--- src/pkg/lpr_pkg.sv ---
package lpr_pkg;
    // ------------------------------------------------------------
    // register map (word offsets are byte addresses)
    // ------------------------------------------------------------
    localparam logic [3:0] ADDR_LPC = 4'h0;
    localparam logic [3:0] ADDR_RCR = 4'h4;
    localparam logic [3:0] ADDR_RSR = 4'h8;
    localparam logic [3:0] ADDR_PGM = 4'hC;
    localparam logic [7:0] RCR_RESET = 8'h05;
    localparam int RCR_SOFT = 7;
    localparam int RCR_FORCE = 6;
    localparam int RCR_LVDF = 4;
    localparam int RCR_LVDIE = 3;
    localparam int RCR_LVDRE = 2;
    localparam int RCR_LVDE = 0;
    localparam logic [7:0] RCR_WMASK = 8'hCD;
    // reset cause bit positions in status
    localparam int SRC_EXT = 0;
    localparam int SRC_POR = 1;
    localparam int SRC_WDT = 2;
    localparam int SRC_LOL = 3;
    localparam int SRC_LOC = 4;
    localparam int SRC_SOFT = 5;
    localparam int SRC_LVD = 6;
    localparam int NUM_SRC = 7;
    // ------------------------------------------------------------
    // timing
    // ------------------------------------------------------------
    localparam int EXT_MIN_EDGES = 4;
    localparam int RST_HOLD_CYC = 16;
    localparam logic [4:0] RST_HOLD_LAST = 5'h0F;
    // ------------------------------------------------------------
    // modes and peripheral enables
    // ------------------------------------------------------------
    typedef enum logic [1:0] {LPR_RUN, LPR_WAIT, LPR_DOZE, LPR_STOP} lpr_mode_t;
    typedef struct packed {
        logic cpu_mem;
        logic sys_group;
        logic always_on;
        logic eport_wake;
        logic pit;
        logic adc;
        logic pwm;
    } lpr_run_t;
    typedef struct packed {
        logic ext;
        logic por;
        logic wdt;
        logic lol;
        logic loc;
    } lpr_src_t;
endpackage

--- src/logic/lpr_ctrl.sv ---
// Decided for this implementation: the Wishbone interface to the registers and the address map.
`timescale 1ns/1ns
// Summary of operation
// (RQ1) stop instruction moves peripherals into the state the mode select field picks
// (RQ2) cpu and memories halt in all modes; system peripherals halt only in stop
// (RQ3) interrupt, clock, reset and debug stay on; edge port keeps stop wakeup
// (RQ4) timers and adc follow own bits in doze, pwm in doze and wait; all stop in stop
// (RQ5) each peripheral's own disable bit gates it regardless of mode
// (RQ6) debug logic uses the separate debug test clock, not the system clock
// (RQ7) halt entered through debug port leaves any low-power mode
// (RQ8) after halt the prior low-power mode returns, halt-time changes kept
// (RQ9) controller finds reset source, drives system reset, records the cause
// (RQ10) low-voltage detection here yields either an interrupt or a reset
// (RQ11) seven sources: external, power-on, watchdog, lock, clock, software, low-voltage
// (RQ12) software may assert reset output on its own at any time
// (RQ13) readable flags show the cause of the latest reset
// (RQ14) control bits enable detection and pick reset or interrupt
// (RQ15) external reset recognised only after four clock edges held low
// (RQ16) reset output goes low whenever the controller resets the chip
// (RQ17) outside logic drives config data only while reset output is low; the far model drives cfg_o while high too, inverting it each clock
// (RQ18) reset input synchronised except in stop, where it acts at once
// (RQ19) low-voltage reset wins over the low-voltage interrupt
// (RQ20) mode field encoding is a parameter mapping values to the four modes
module lpr_ctrl #(
    parameter logic [7:0] MODE_MAP = 8'hE4,
    parameter int NUM_PERIPH = 8
) (
    input wire logic clk_i,
    input wire logic rst_i,
    input wire logic [3:0] wb_adr_i,
    input wire logic [31:0] wb_dat_i,
    input wire logic wb_we_i,
    input wire logic [3:0] wb_sel_i,
    input wire logic wb_cyc_i,
    input wire logic wb_stb_i,
    output logic [31:0] wb_dat_o,
    output logic wb_ack_o,
    input wire logic stop_insn_i,
    input wire logic wake_i,
    input wire logic debug_halt_i,
    input wire logic reset_input_n_i,
    input wire lpr_pkg::lpr_src_t src_i,
    input wire logic low_voltage_i,
    input wire logic [NUM_PERIPH-1:0] periph_en_i,
    output lpr_pkg::lpr_run_t run_o,
    output logic [NUM_PERIPH-1:0] periph_run_o,
    output logic [1:0] mode_o,
    output logic sys_reset_o,
    output logic reset_output_n_o,
    output logic lvd_irq_o
);
    import lpr_pkg::*;

    generate
        if (NUM_PERIPH < 1 || NUM_PERIPH > 16)
        begin : g_bad_periph
            $error("NUM_PERIPH out of range");
        end
    endgenerate

    // ------------------------------------------------------------
    // state
    // ------------------------------------------------------------
    logic [1:0] lp_sel_q, lp_sel_d;
    logic [7:0] rcr_q, rcr_d;
    logic [NUM_SRC-1:0] rsr_q, rsr_d;
    logic [15:0] pgm_q, pgm_d;
    logic [31:0] dat_q, dat_d;
    logic ack_q, ack_d;
    lpr_mode_t mode_q, mode_d;
    lpr_mode_t saved_q, saved_d;
    logic halted_q, halted_d;
    logic [2:0] ext_cnt_q, ext_cnt_d;
    logic sync1_q, sync2_q;
    logic [4:0] hold_q, hold_d;
    logic in_rst_q, in_rst_d;
    logic [NUM_SRC-1:0] pend_q, pend_d;
    lpr_run_t run_q, run_d;
    logic [NUM_PERIPH-1:0] prun_q, prun_d;
    logic reset_output_n_q, reset_output_n_d;
    logic irq_q, irq_d;
    logic sysr_q, sysr_d;

    // ------------------------------------------------------------
    // decode
    // ------------------------------------------------------------
    logic wr_en, rd_en;
    lpr_mode_t sel_mode;
    logic [NUM_SRC-1:0] req;
    logic lvd_rst, lvd_int, ext_req;
    assign wr_en = wb_cyc_i && wb_stb_i && wb_we_i && !ack_q && wb_sel_i[0];
    assign rd_en = wb_cyc_i && wb_stb_i && !ack_q;
    // encoding map
    // (RQ20) parameterised mode map
    assign sel_mode = lpr_mode_t'(MODE_MAP[2*lp_sel_q +: 2]);
    // lvd priority
    // (RQ19) reset over interrupt
    assign lvd_rst = rcr_q[RCR_LVDE] && rcr_q[RCR_LVDRE] && low_voltage_i;
    assign lvd_int = rcr_q[RCR_LVDE] && !rcr_q[RCR_LVDRE] && rcr_q[RCR_LVDIE]
        && rcr_q[RCR_LVDF];
    // stop bypasses the filter: a raw low input resets immediately
    // (RQ18) async path in stop
    assign ext_req = (mode_q == LPR_STOP) ? !reset_input_n_i
        : (ext_cnt_q == 3'(EXT_MIN_EDGES));
    // seven sources
    // (RQ11) gather sources
    always_comb
    begin
        req = '0;
        req[SRC_EXT] = ext_req;
        req[SRC_POR] = src_i.por;
        req[SRC_WDT] = src_i.wdt;
        req[SRC_LOL] = src_i.lol;
        req[SRC_LOC] = src_i.loc;
        req[SRC_SOFT] = rcr_q[RCR_SOFT];
        req[SRC_LVD] = lvd_rst;
    end

    // ------------------------------------------------------------
    // reset input qualification
    // ------------------------------------------------------------
    always_ff @(posedge clk_i)
    begin
        if (rst_i)
        begin
            sync1_q <= 1'b1;
            sync2_q <= 1'b1;
        end
        else
        begin
            sync1_q <= reset_input_n_i;
            sync2_q <= sync1_q;
        end
    end

    always_comb
    begin
        // (RQ15) four edge filter
        if (sync2_q)
        begin
            ext_cnt_d = '0;
        end
        else if (ext_cnt_q != 3'(EXT_MIN_EDGES))
        begin
            ext_cnt_d = ext_cnt_q + 3'h1;
        end
        else
        begin
            ext_cnt_d = ext_cnt_q;
        end
    end

    // ------------------------------------------------------------
    // reset sequencing
    // ------------------------------------------------------------
    always_comb
    begin
        pend_d = pend_q | req;
        hold_d = hold_q;
        in_rst_d = in_rst_q;
        rsr_d = rsr_q;
        // (RQ9) detect and hold reset
        if (|req)
        begin
            in_rst_d = 1'b1;
            hold_d = '0;
        end
        else if (in_rst_q && hold_q != RST_HOLD_LAST)
        begin
            hold_d = hold_q + 5'h01;
        end
        else if (in_rst_q)
        begin
            in_rst_d = 1'b0;
            // (RQ13) record cause
            rsr_d = pend_q;
            pend_d = '0;
        end
        // (RQ16) output low in reset
        // (RQ12) software forced output
        reset_output_n_d = !(in_rst_d || rcr_q[RCR_FORCE]);
        sysr_d = in_rst_d;
    end

    // ------------------------------------------------------------
    // mode control
    // ------------------------------------------------------------
    always_comb
    begin
        mode_d = mode_q;
        saved_d = saved_q;
        halted_d = halted_q;
        if (in_rst_q)
        begin
            mode_d = LPR_RUN;
            halted_d = 1'b0;
        end
        // (RQ7) halt exits low power
        else if (debug_halt_i && !halted_q)
        begin
            halted_d = 1'b1;
            saved_d = mode_q;
            mode_d = LPR_RUN;
        end
        // (RQ8) restore prior mode
        else if (!debug_halt_i && halted_q)
        begin
            halted_d = 1'b0;
            mode_d = saved_q;
        end
        else if (!halted_q && wake_i)
        begin
            mode_d = LPR_RUN;
        end
        // (RQ1) stop instruction entry
        else if (!halted_q && stop_insn_i && mode_q == LPR_RUN)
        begin
            mode_d = sel_mode;
        end
    end

    // ------------------------------------------------------------
    // run enables
    // ------------------------------------------------------------
    always_comb
    begin
        // (RQ2) cpu and system group
        run_d.cpu_mem = (mode_q == LPR_RUN);
        run_d.sys_group = (mode_q != LPR_STOP);
        // (RQ3) always-on blocks
        // (RQ6) debug clocked by its own test clock, kept out of gating
        run_d.always_on = 1'b1;
        run_d.eport_wake = 1'b1;
        // (RQ4) programmable halts
        run_d.pit = (mode_q != LPR_STOP) && !(mode_q == LPR_DOZE && pgm_q[0]);
        run_d.adc = (mode_q != LPR_STOP) && !(mode_q == LPR_DOZE && pgm_q[1]);
        run_d.pwm = (mode_q != LPR_STOP) && !(mode_q == LPR_DOZE && pgm_q[2])
            && !(mode_q == LPR_WAIT && pgm_q[3]);
    end

    genvar gi;
    generate
        for (gi = 0; gi < NUM_PERIPH; gi++)
        begin : g_periph
            // (RQ5) local disable
            assign prun_d[gi] = periph_en_i[gi] && (mode_q != LPR_STOP);
        end
    endgenerate

    // ------------------------------------------------------------
    // register bus
    // ------------------------------------------------------------
    always_comb
    begin
        lp_sel_d = lp_sel_q;
        rcr_d = rcr_q;
        pgm_d = pgm_q;
        ack_d = rd_en;
        dat_d = '0;
        // (RQ10) flag on detection
        if (wr_en && wb_adr_i == ADDR_RCR)
        begin
            rcr_d = (rcr_q & ~RCR_WMASK) | (wb_dat_i[7:0] & RCR_WMASK);
            if (wb_dat_i[RCR_LVDF])
            begin
                rcr_d[RCR_LVDF] = 1'b0;
            end
        end
        if (wr_en && wb_adr_i == ADDR_LPC)
        begin
            lp_sel_d = wb_dat_i[1:0];
        end
        if (wr_en && wb_adr_i == ADDR_PGM)
        begin
            pgm_d = {12'h000, wb_dat_i[3:0]};
        end
        // set wins over clear
        if (rcr_q[RCR_LVDE] && low_voltage_i)
        begin
            rcr_d[RCR_LVDF] = 1'b1;
        end
        // software reset bit cleared by the reset it causes
        if (in_rst_q)
        begin
            rcr_d[RCR_SOFT] = 1'b0;
        end
        case (wb_adr_i)
            ADDR_LPC: dat_d = {30'h0000_0000, lp_sel_q};
            ADDR_RCR: dat_d = {24'h00_0000, rcr_q};
            ADDR_RSR: dat_d = {25'h000_0000, rsr_q};
            ADDR_PGM: dat_d = {16'h0000, pgm_q};
            default: dat_d = '0;
        endcase
        // (RQ14) lvd interrupt output
        irq_d = lvd_int;
    end

    // ------------------------------------------------------------
    // registers
    // ------------------------------------------------------------
    always_ff @(posedge clk_i)
    begin
        if (rst_i)
        begin
            lp_sel_q <= '0;
            rcr_q <= RCR_RESET;
            rsr_q <= '0;
            pgm_q <= '0;
            dat_q <= '0;
            ack_q <= 1'b0;
            mode_q <= LPR_RUN;
            saved_q <= LPR_RUN;
            halted_q <= 1'b0;
            ext_cnt_q <= '0;
            hold_q <= '0;
            in_rst_q <= 1'b0;
            pend_q <= '0;
            run_q <= '0;
            prun_q <= '0;
            reset_output_n_q <= 1'b0;
            irq_q <= 1'b0;
            sysr_q <= 1'b1;
        end
        else
        begin
            lp_sel_q <= lp_sel_d;
            rcr_q <= rcr_d;
            rsr_q <= rsr_d;
            pgm_q <= pgm_d;
            dat_q <= dat_d;
            ack_q <= ack_d;
            mode_q <= mode_d;
            saved_q <= saved_d;
            halted_q <= halted_d;
            ext_cnt_q <= ext_cnt_d;
            hold_q <= hold_d;
            in_rst_q <= in_rst_d;
            pend_q <= pend_d;
            run_q <= run_d;
            prun_q <= prun_d;
            reset_output_n_q <= reset_output_n_d;
            irq_q <= irq_d;
            sysr_q <= sysr_d;
        end
    end

    assign wb_dat_o = dat_q;
    assign wb_ack_o = ack_q;
    assign run_o = run_q;
    assign periph_run_o = prun_q;
    assign mode_o = mode_q;
    assign sys_reset_o = sysr_q;
    assign reset_output_n_o = reset_output_n_q;
    assign lvd_irq_o = irq_q;
endmodule

--- config.mk ---
export PLATFORM = sky130hd
export DESIGN_NAME = lpr_ctrl
export DESIGN_NICKNAME = d
export VERILOG_FILES = /design/src/pkg/lpr_pkg.sv /design/src/logic/lpr_ctrl.sv
export SDC_FILE = /design/constraint.sdc
export NUM_CORES = 1
export LEC_CHECK = 0
export ABC_AREA = 1
export BUFFER_PORTS_ARGS = -buffer_cell sky130_fd_sc_hd__buf_2
export CAP_MARGIN = 20
export CORE_MARGIN = 5
export CORE_UTILIZATION = 51
export DETAILED_ROUTE_END_ITERATION = 12
export PLACE_DENSITY = 0.86
export SKIP_LAST_GASP = 1
export SYNTH_ARGS = -nofsm -noshare
export SYNTH_HDL_FRONTEND = slang
export SYNTH_SLANG_ARGS = --single-unit
--- constraint.sdc ---
create_clock -name clk_i -period 4.07 [get_ports clk_i]
set_clock_uncertainty 0.2 [all_clocks]
set_input_delay 0.2035 -clock clk_i [delete_from_list [all_inputs] [get_ports clk_i]]
set_output_delay 0.2035 -clock clk_i [all_outputs]
set_load 0.03 [all_outputs]
==> Implementation_results.wiki <==
{| class="wikitable"
! Metric !! Value
|-
| Worst skew pair latency || about 0.34 ns
|-
| Final worst-path setup slack || approximately 1.8 ns
|-
| Crit Reg-Reg Startpoint || wb_ack_o
|-
| Vias in the first global route || roughly 2500
|-
| Total number of vias || 2526
|-
| Gr busiest metal || met2
|-
| Total routed wirelength || 6590 um
|-
| Number of enable flip-flop cells after synthesis || 0
|-
| Mapped Area || 0.00283 mm2
|-
| Met3 Usage GRT || 0.0550
|-
| DPL Wire Length || roughly 4400 um
|-
| Final cycle utilization of the critical path || 0.568
|-
| Initial DRT Pass Iterations || 5
|-
| Layout cell share with drive strength beyond 1 || 0.197
|-
| Final-report max-slew violation count || 0
|-
| Count of clock tree sinks || 68
|-
| I/O pins || approximately 120
|-
| Synthesized area divided by synthesized cell count || between 7 and 8 um2
|-
| Number of register bits inferred by synthesis || 68
|-
| Depth of the most critical reg-to-reg path || 7
|-
| Global-route track usage on met2 || 0.346
|-
| Cell types with the largest area share after synthesis || sky130_fd_sc_hd__dfxtp_1, sky130_fd_sc_hd__nor2_1, sky130_fd_sc_hd__nand2_1
|-
| Number of CTS-inserted buffers || 9
|-
| Class of the tightest hold or removal check || input port to flip-flop
|-
| Final weighted congestion in routability-driven placement || 0.862
|-
| Data required time at the worst endpoint || slightly above 4 ns
|-
| Final Hold Viols || 0
|-
| Most frequently used cell type in the post-synthesis netlist || sky130_fd_sc_hd__dfxtp_1
|-
| Outcome || finished, final reports clean
|-
| Multi-input gate area || around 0.0011 mm2
|-
| Wire length of the first global-routing pass || between 10000 and 15000 um
|-
| Pin count of the biggest net entering global routing || 28
|-
| Setup repair after global routing missed its margin || no
|-
| Post-place setup slack || ~1.8 ns
|-
| Count of different cell masters after synthesis || 30
|-
| Timing-limited maximum frequency || between 400 and 500 MHz
|-
| Chip Width || around 85 um
|-
| Antenna diode instance count || 0
|-
| Cell count after synthesis || around 370
|-
| Count of instances resized after the clock tree is built || 0
|-
| Minimum clock period after layout || ~2.3 ns
|-
| Largest stage delay on the critical path || between 0.5 and 0.6 ns
|-
| Synth top area share || 0.481
|-
| CP endpoint kind || flip-flop
|-
| Max_cap viols || 0
|-
| Critical Path Source Type || input port
|-
| IR Drop Worst-Case VDD || 227 uV
|-
| Tightest hold margin || 0.0304 ns
|-
| Buffer type at the clock tree root || sky130_fd_sc_hd__clkbuf_8
|-
| Global-route track usage on met1 || 0.199
|-
| Top FF cell, synth || sky130_fd_sc_hd__dfxtp_1
|-
| Cell Rows || 27
|-
| Layout overhead on the synthesized area || 25.2%
|-
| Arr. time, crit path || about 2.3 ns
|-
| Sequential cell area in the final layout || approximately 0.0014 mm2
|-
| Startpoint of the lowest-slack hold path || rst_i
|-
| Antenna violations before repair || 0
|-
| Effective utilization at floorplan || 0.521
|-
| Number of DRC violations after detailed-routing iteration 0 || ~150
|-
| Number of cells on the worst hold path || 2
|-
| Leakage Power || 1.72 nW
|-
| Crit path max fanout || 11
|-
| Final setup vio count || 0
|-
| Avg Vias per Cell || 4.72
|-
| Port-buffer cells || between 60 and 70
|-
| Remaining number of nets flagged by the antenna check after routing || 0
|-
| Post-detailed-route DRC marker count || 0
|-
| Largest buffer count on any clock path || 2
|-
| Die Y || 84.5 um
|-
| Endpoint of the worst register-to-register path || rcr_q[4]
|-
| CTS tree || done
|-
| Htree depth || 3
|-
| Cells traversed along the worst timing path || dlygate4sd3_1 -> buf_2 -> inv_1 -> nor2_1 -> nand3_1 -> nand2_1 -> a21oi_1 -> dlygate4sd3_1
|-
| Final net count || between 500 and 600
|-
| Setup CP Type || input port to flip-flop
|-
| Total global routing overflow || 0
|-
| Cell Pwr Density || slightly below 400 mW/mm2
|-
| Cell taking the most area after synthesis || sky130_fd_sc_hd__dfxtp_1
|-
| Core area || around 0.0054 mm2
|-
| Area enclosed by the die boundary || between 0.007 and 0.008 mm2
|-
| Most frequent CP cell || sky130_fd_sc_hd__dlygate4sd3_1
|-
| Critical-path top delay cell || sky130_fd_sc_hd__dlygate4sd3_1
|-
| Tightest Pin Transition || a little over 0.8 ns
|-
| Part of the Yosys area used for sequential elements || 0.481
|-
| Setup TNS || 0 ns
|-
| Clock slew at the register clock pins of the worst setup and hold paths || about 0.070 ns
|-
| Ys Warns || 0
|-
| Fraction of synthesis flops using an asynchronous set or reset pin || 0
|-
| Max transition margin || 0.456
|-
| Top post-synthesis cells by count || sky130_fd_sc_hd__dfxtp_1, sky130_fd_sc_hd__nor2_1, sky130_fd_sc_hd__nand2_1, sky130_fd_sc_hd__inv_1, sky130_fd_sc_hd__buf_4
|-
| Per-cell routed wire length || about 12 um
|-
| Worst Hold End || in_rst_q
|-
| Worst reg-to-reg setup slack || 1.98 ns
|-
| Fill cell instance count of the final layout || between 400 and 500
|-
| All-Layer GR Usage || 0.186
|}
[kinds of logic after synthesis]
kind of cell	share of synthesized area
flip-flops	0.481
AND/OR/NAND/NOR	0.262
buffers and inverters	0.146
adder cells (fa/ha/maj)	0.0265
other	0.00132
XOR/XNOR	0.0124
AO/OA/AOI/OAI	0.0707
[sequential cells by signal (all words and copies together), names as in the netlist, 2 cells and up]
signal and flops:
ext_cnt_q 3, hold_q 5, lp_sel_q 2, mode_o 2
pend_q 7, periph_run_o 8, pgm_q 4, rcr_q 6
rsr_q 7, run_o 6, saved_q 2, wb_dat_o 8
[worst max-delay path by stage]
stage                startpoint        end  cells past startpoint
floorplan             hold_q[0]  hold_q[4]                      7
global placement          rst_i   run_o[0]                      6
detailed placement        rst_i   run_o[0]                      6
CTS                 wb_adr_i[2]   rcr_q[4]                      8
global route        wb_adr_i[2]   rcr_q[4]                      8
finish              wb_adr_i[2]   rcr_q[4]                      8
[power breakdown]
| part | internal (W) | switching [W] | leakage [nW] |
|---|---|---|---|
| Sequential | 0.000683 | 0.00000846 | 0.556 |
| Clock | 0.000280 | 0.000252 | 0.103 |
| Combinational | 0.0000503 | 0.000103 | 1.06 |
[timing repair]
action / 4_1_cts / 5_1_grt
hold buffers: 25 / 0
setup endpoints to repair: 0 / 0
hold endpoints to repair: 26 / 0
buffers inserted: 0 / 0
[per-stage QoR]
stage           util  area, um2  total power (W)  instances
2_1_floorplan      -       2920         0.000817        391
3_3_place_gp   0.571       3100         0.000834        494
3_5_place_dp   0.571       3100         0.000837        494
4_1_cts        0.652       3550          0.00138        535
5_1_grt        0.652       3550          0.00143        535
6_report       0.652       3550          0.00138        535
[layout make-up]
class | count | area share
clock buffers | 9 | 0.0349
clock inverters | 7 | 0.0191
inverters | 53 | 0.0561
multi-input cells | 239 | 0.323
flip-flops and latches | 68 | 0.384
well taps | 72 | 0.0254
repair buffers | 87 | 0.158
[per-layer routing]
metal  wire length, um  vias up
met3               463       13
met4               109        0
li1                  -     1278
met1              2590     1137
met5                 0        -
met2              3430       98
[cell usage in the layout, fill, tap and decap left out, types with 3 or more instances in the layout]
master and n:
sky130_fd_sc_hd__nand3_1 17, sky130_fd_sc_hd__nand4_1 8, sky130_fd_sc_hd__a31oi_1 3, sky130_fd_sc_hd__clkbuf_8 9, sky130_fd_sc_hd__buf_2 62, sky130_fd_sc_hd__inv_1 52, sky130_fd_sc_hd__dlygate4sd3_1 25, sky130_fd_sc_hd__clkinv_2 4
sky130_fd_sc_hd__o21ai_0 16, sky130_fd_sc_hd__nor3_1 5, sky130_fd_sc_hd__nand2_1 60, sky130_fd_sc_hd__dfxtp_1 68, sky130_fd_sc_hd__a21oi_1 17, sky130_fd_sc_hd__or2_2 3, sky130_fd_sc_hd__conb_1 24, sky130_fd_sc_hd__ha_1 6
sky130_fd_sc_hd__nor2_1 63
[critical path, delay by kind of cell]
kind	cells	cell delay, ns
buffers and inverters	4	1.32
AND/OR/NAND/NOR	3	0.74
AO/OA/AOI/OAI	1	0.07
No activity file was read; power rests on OpenSTA's default activity.
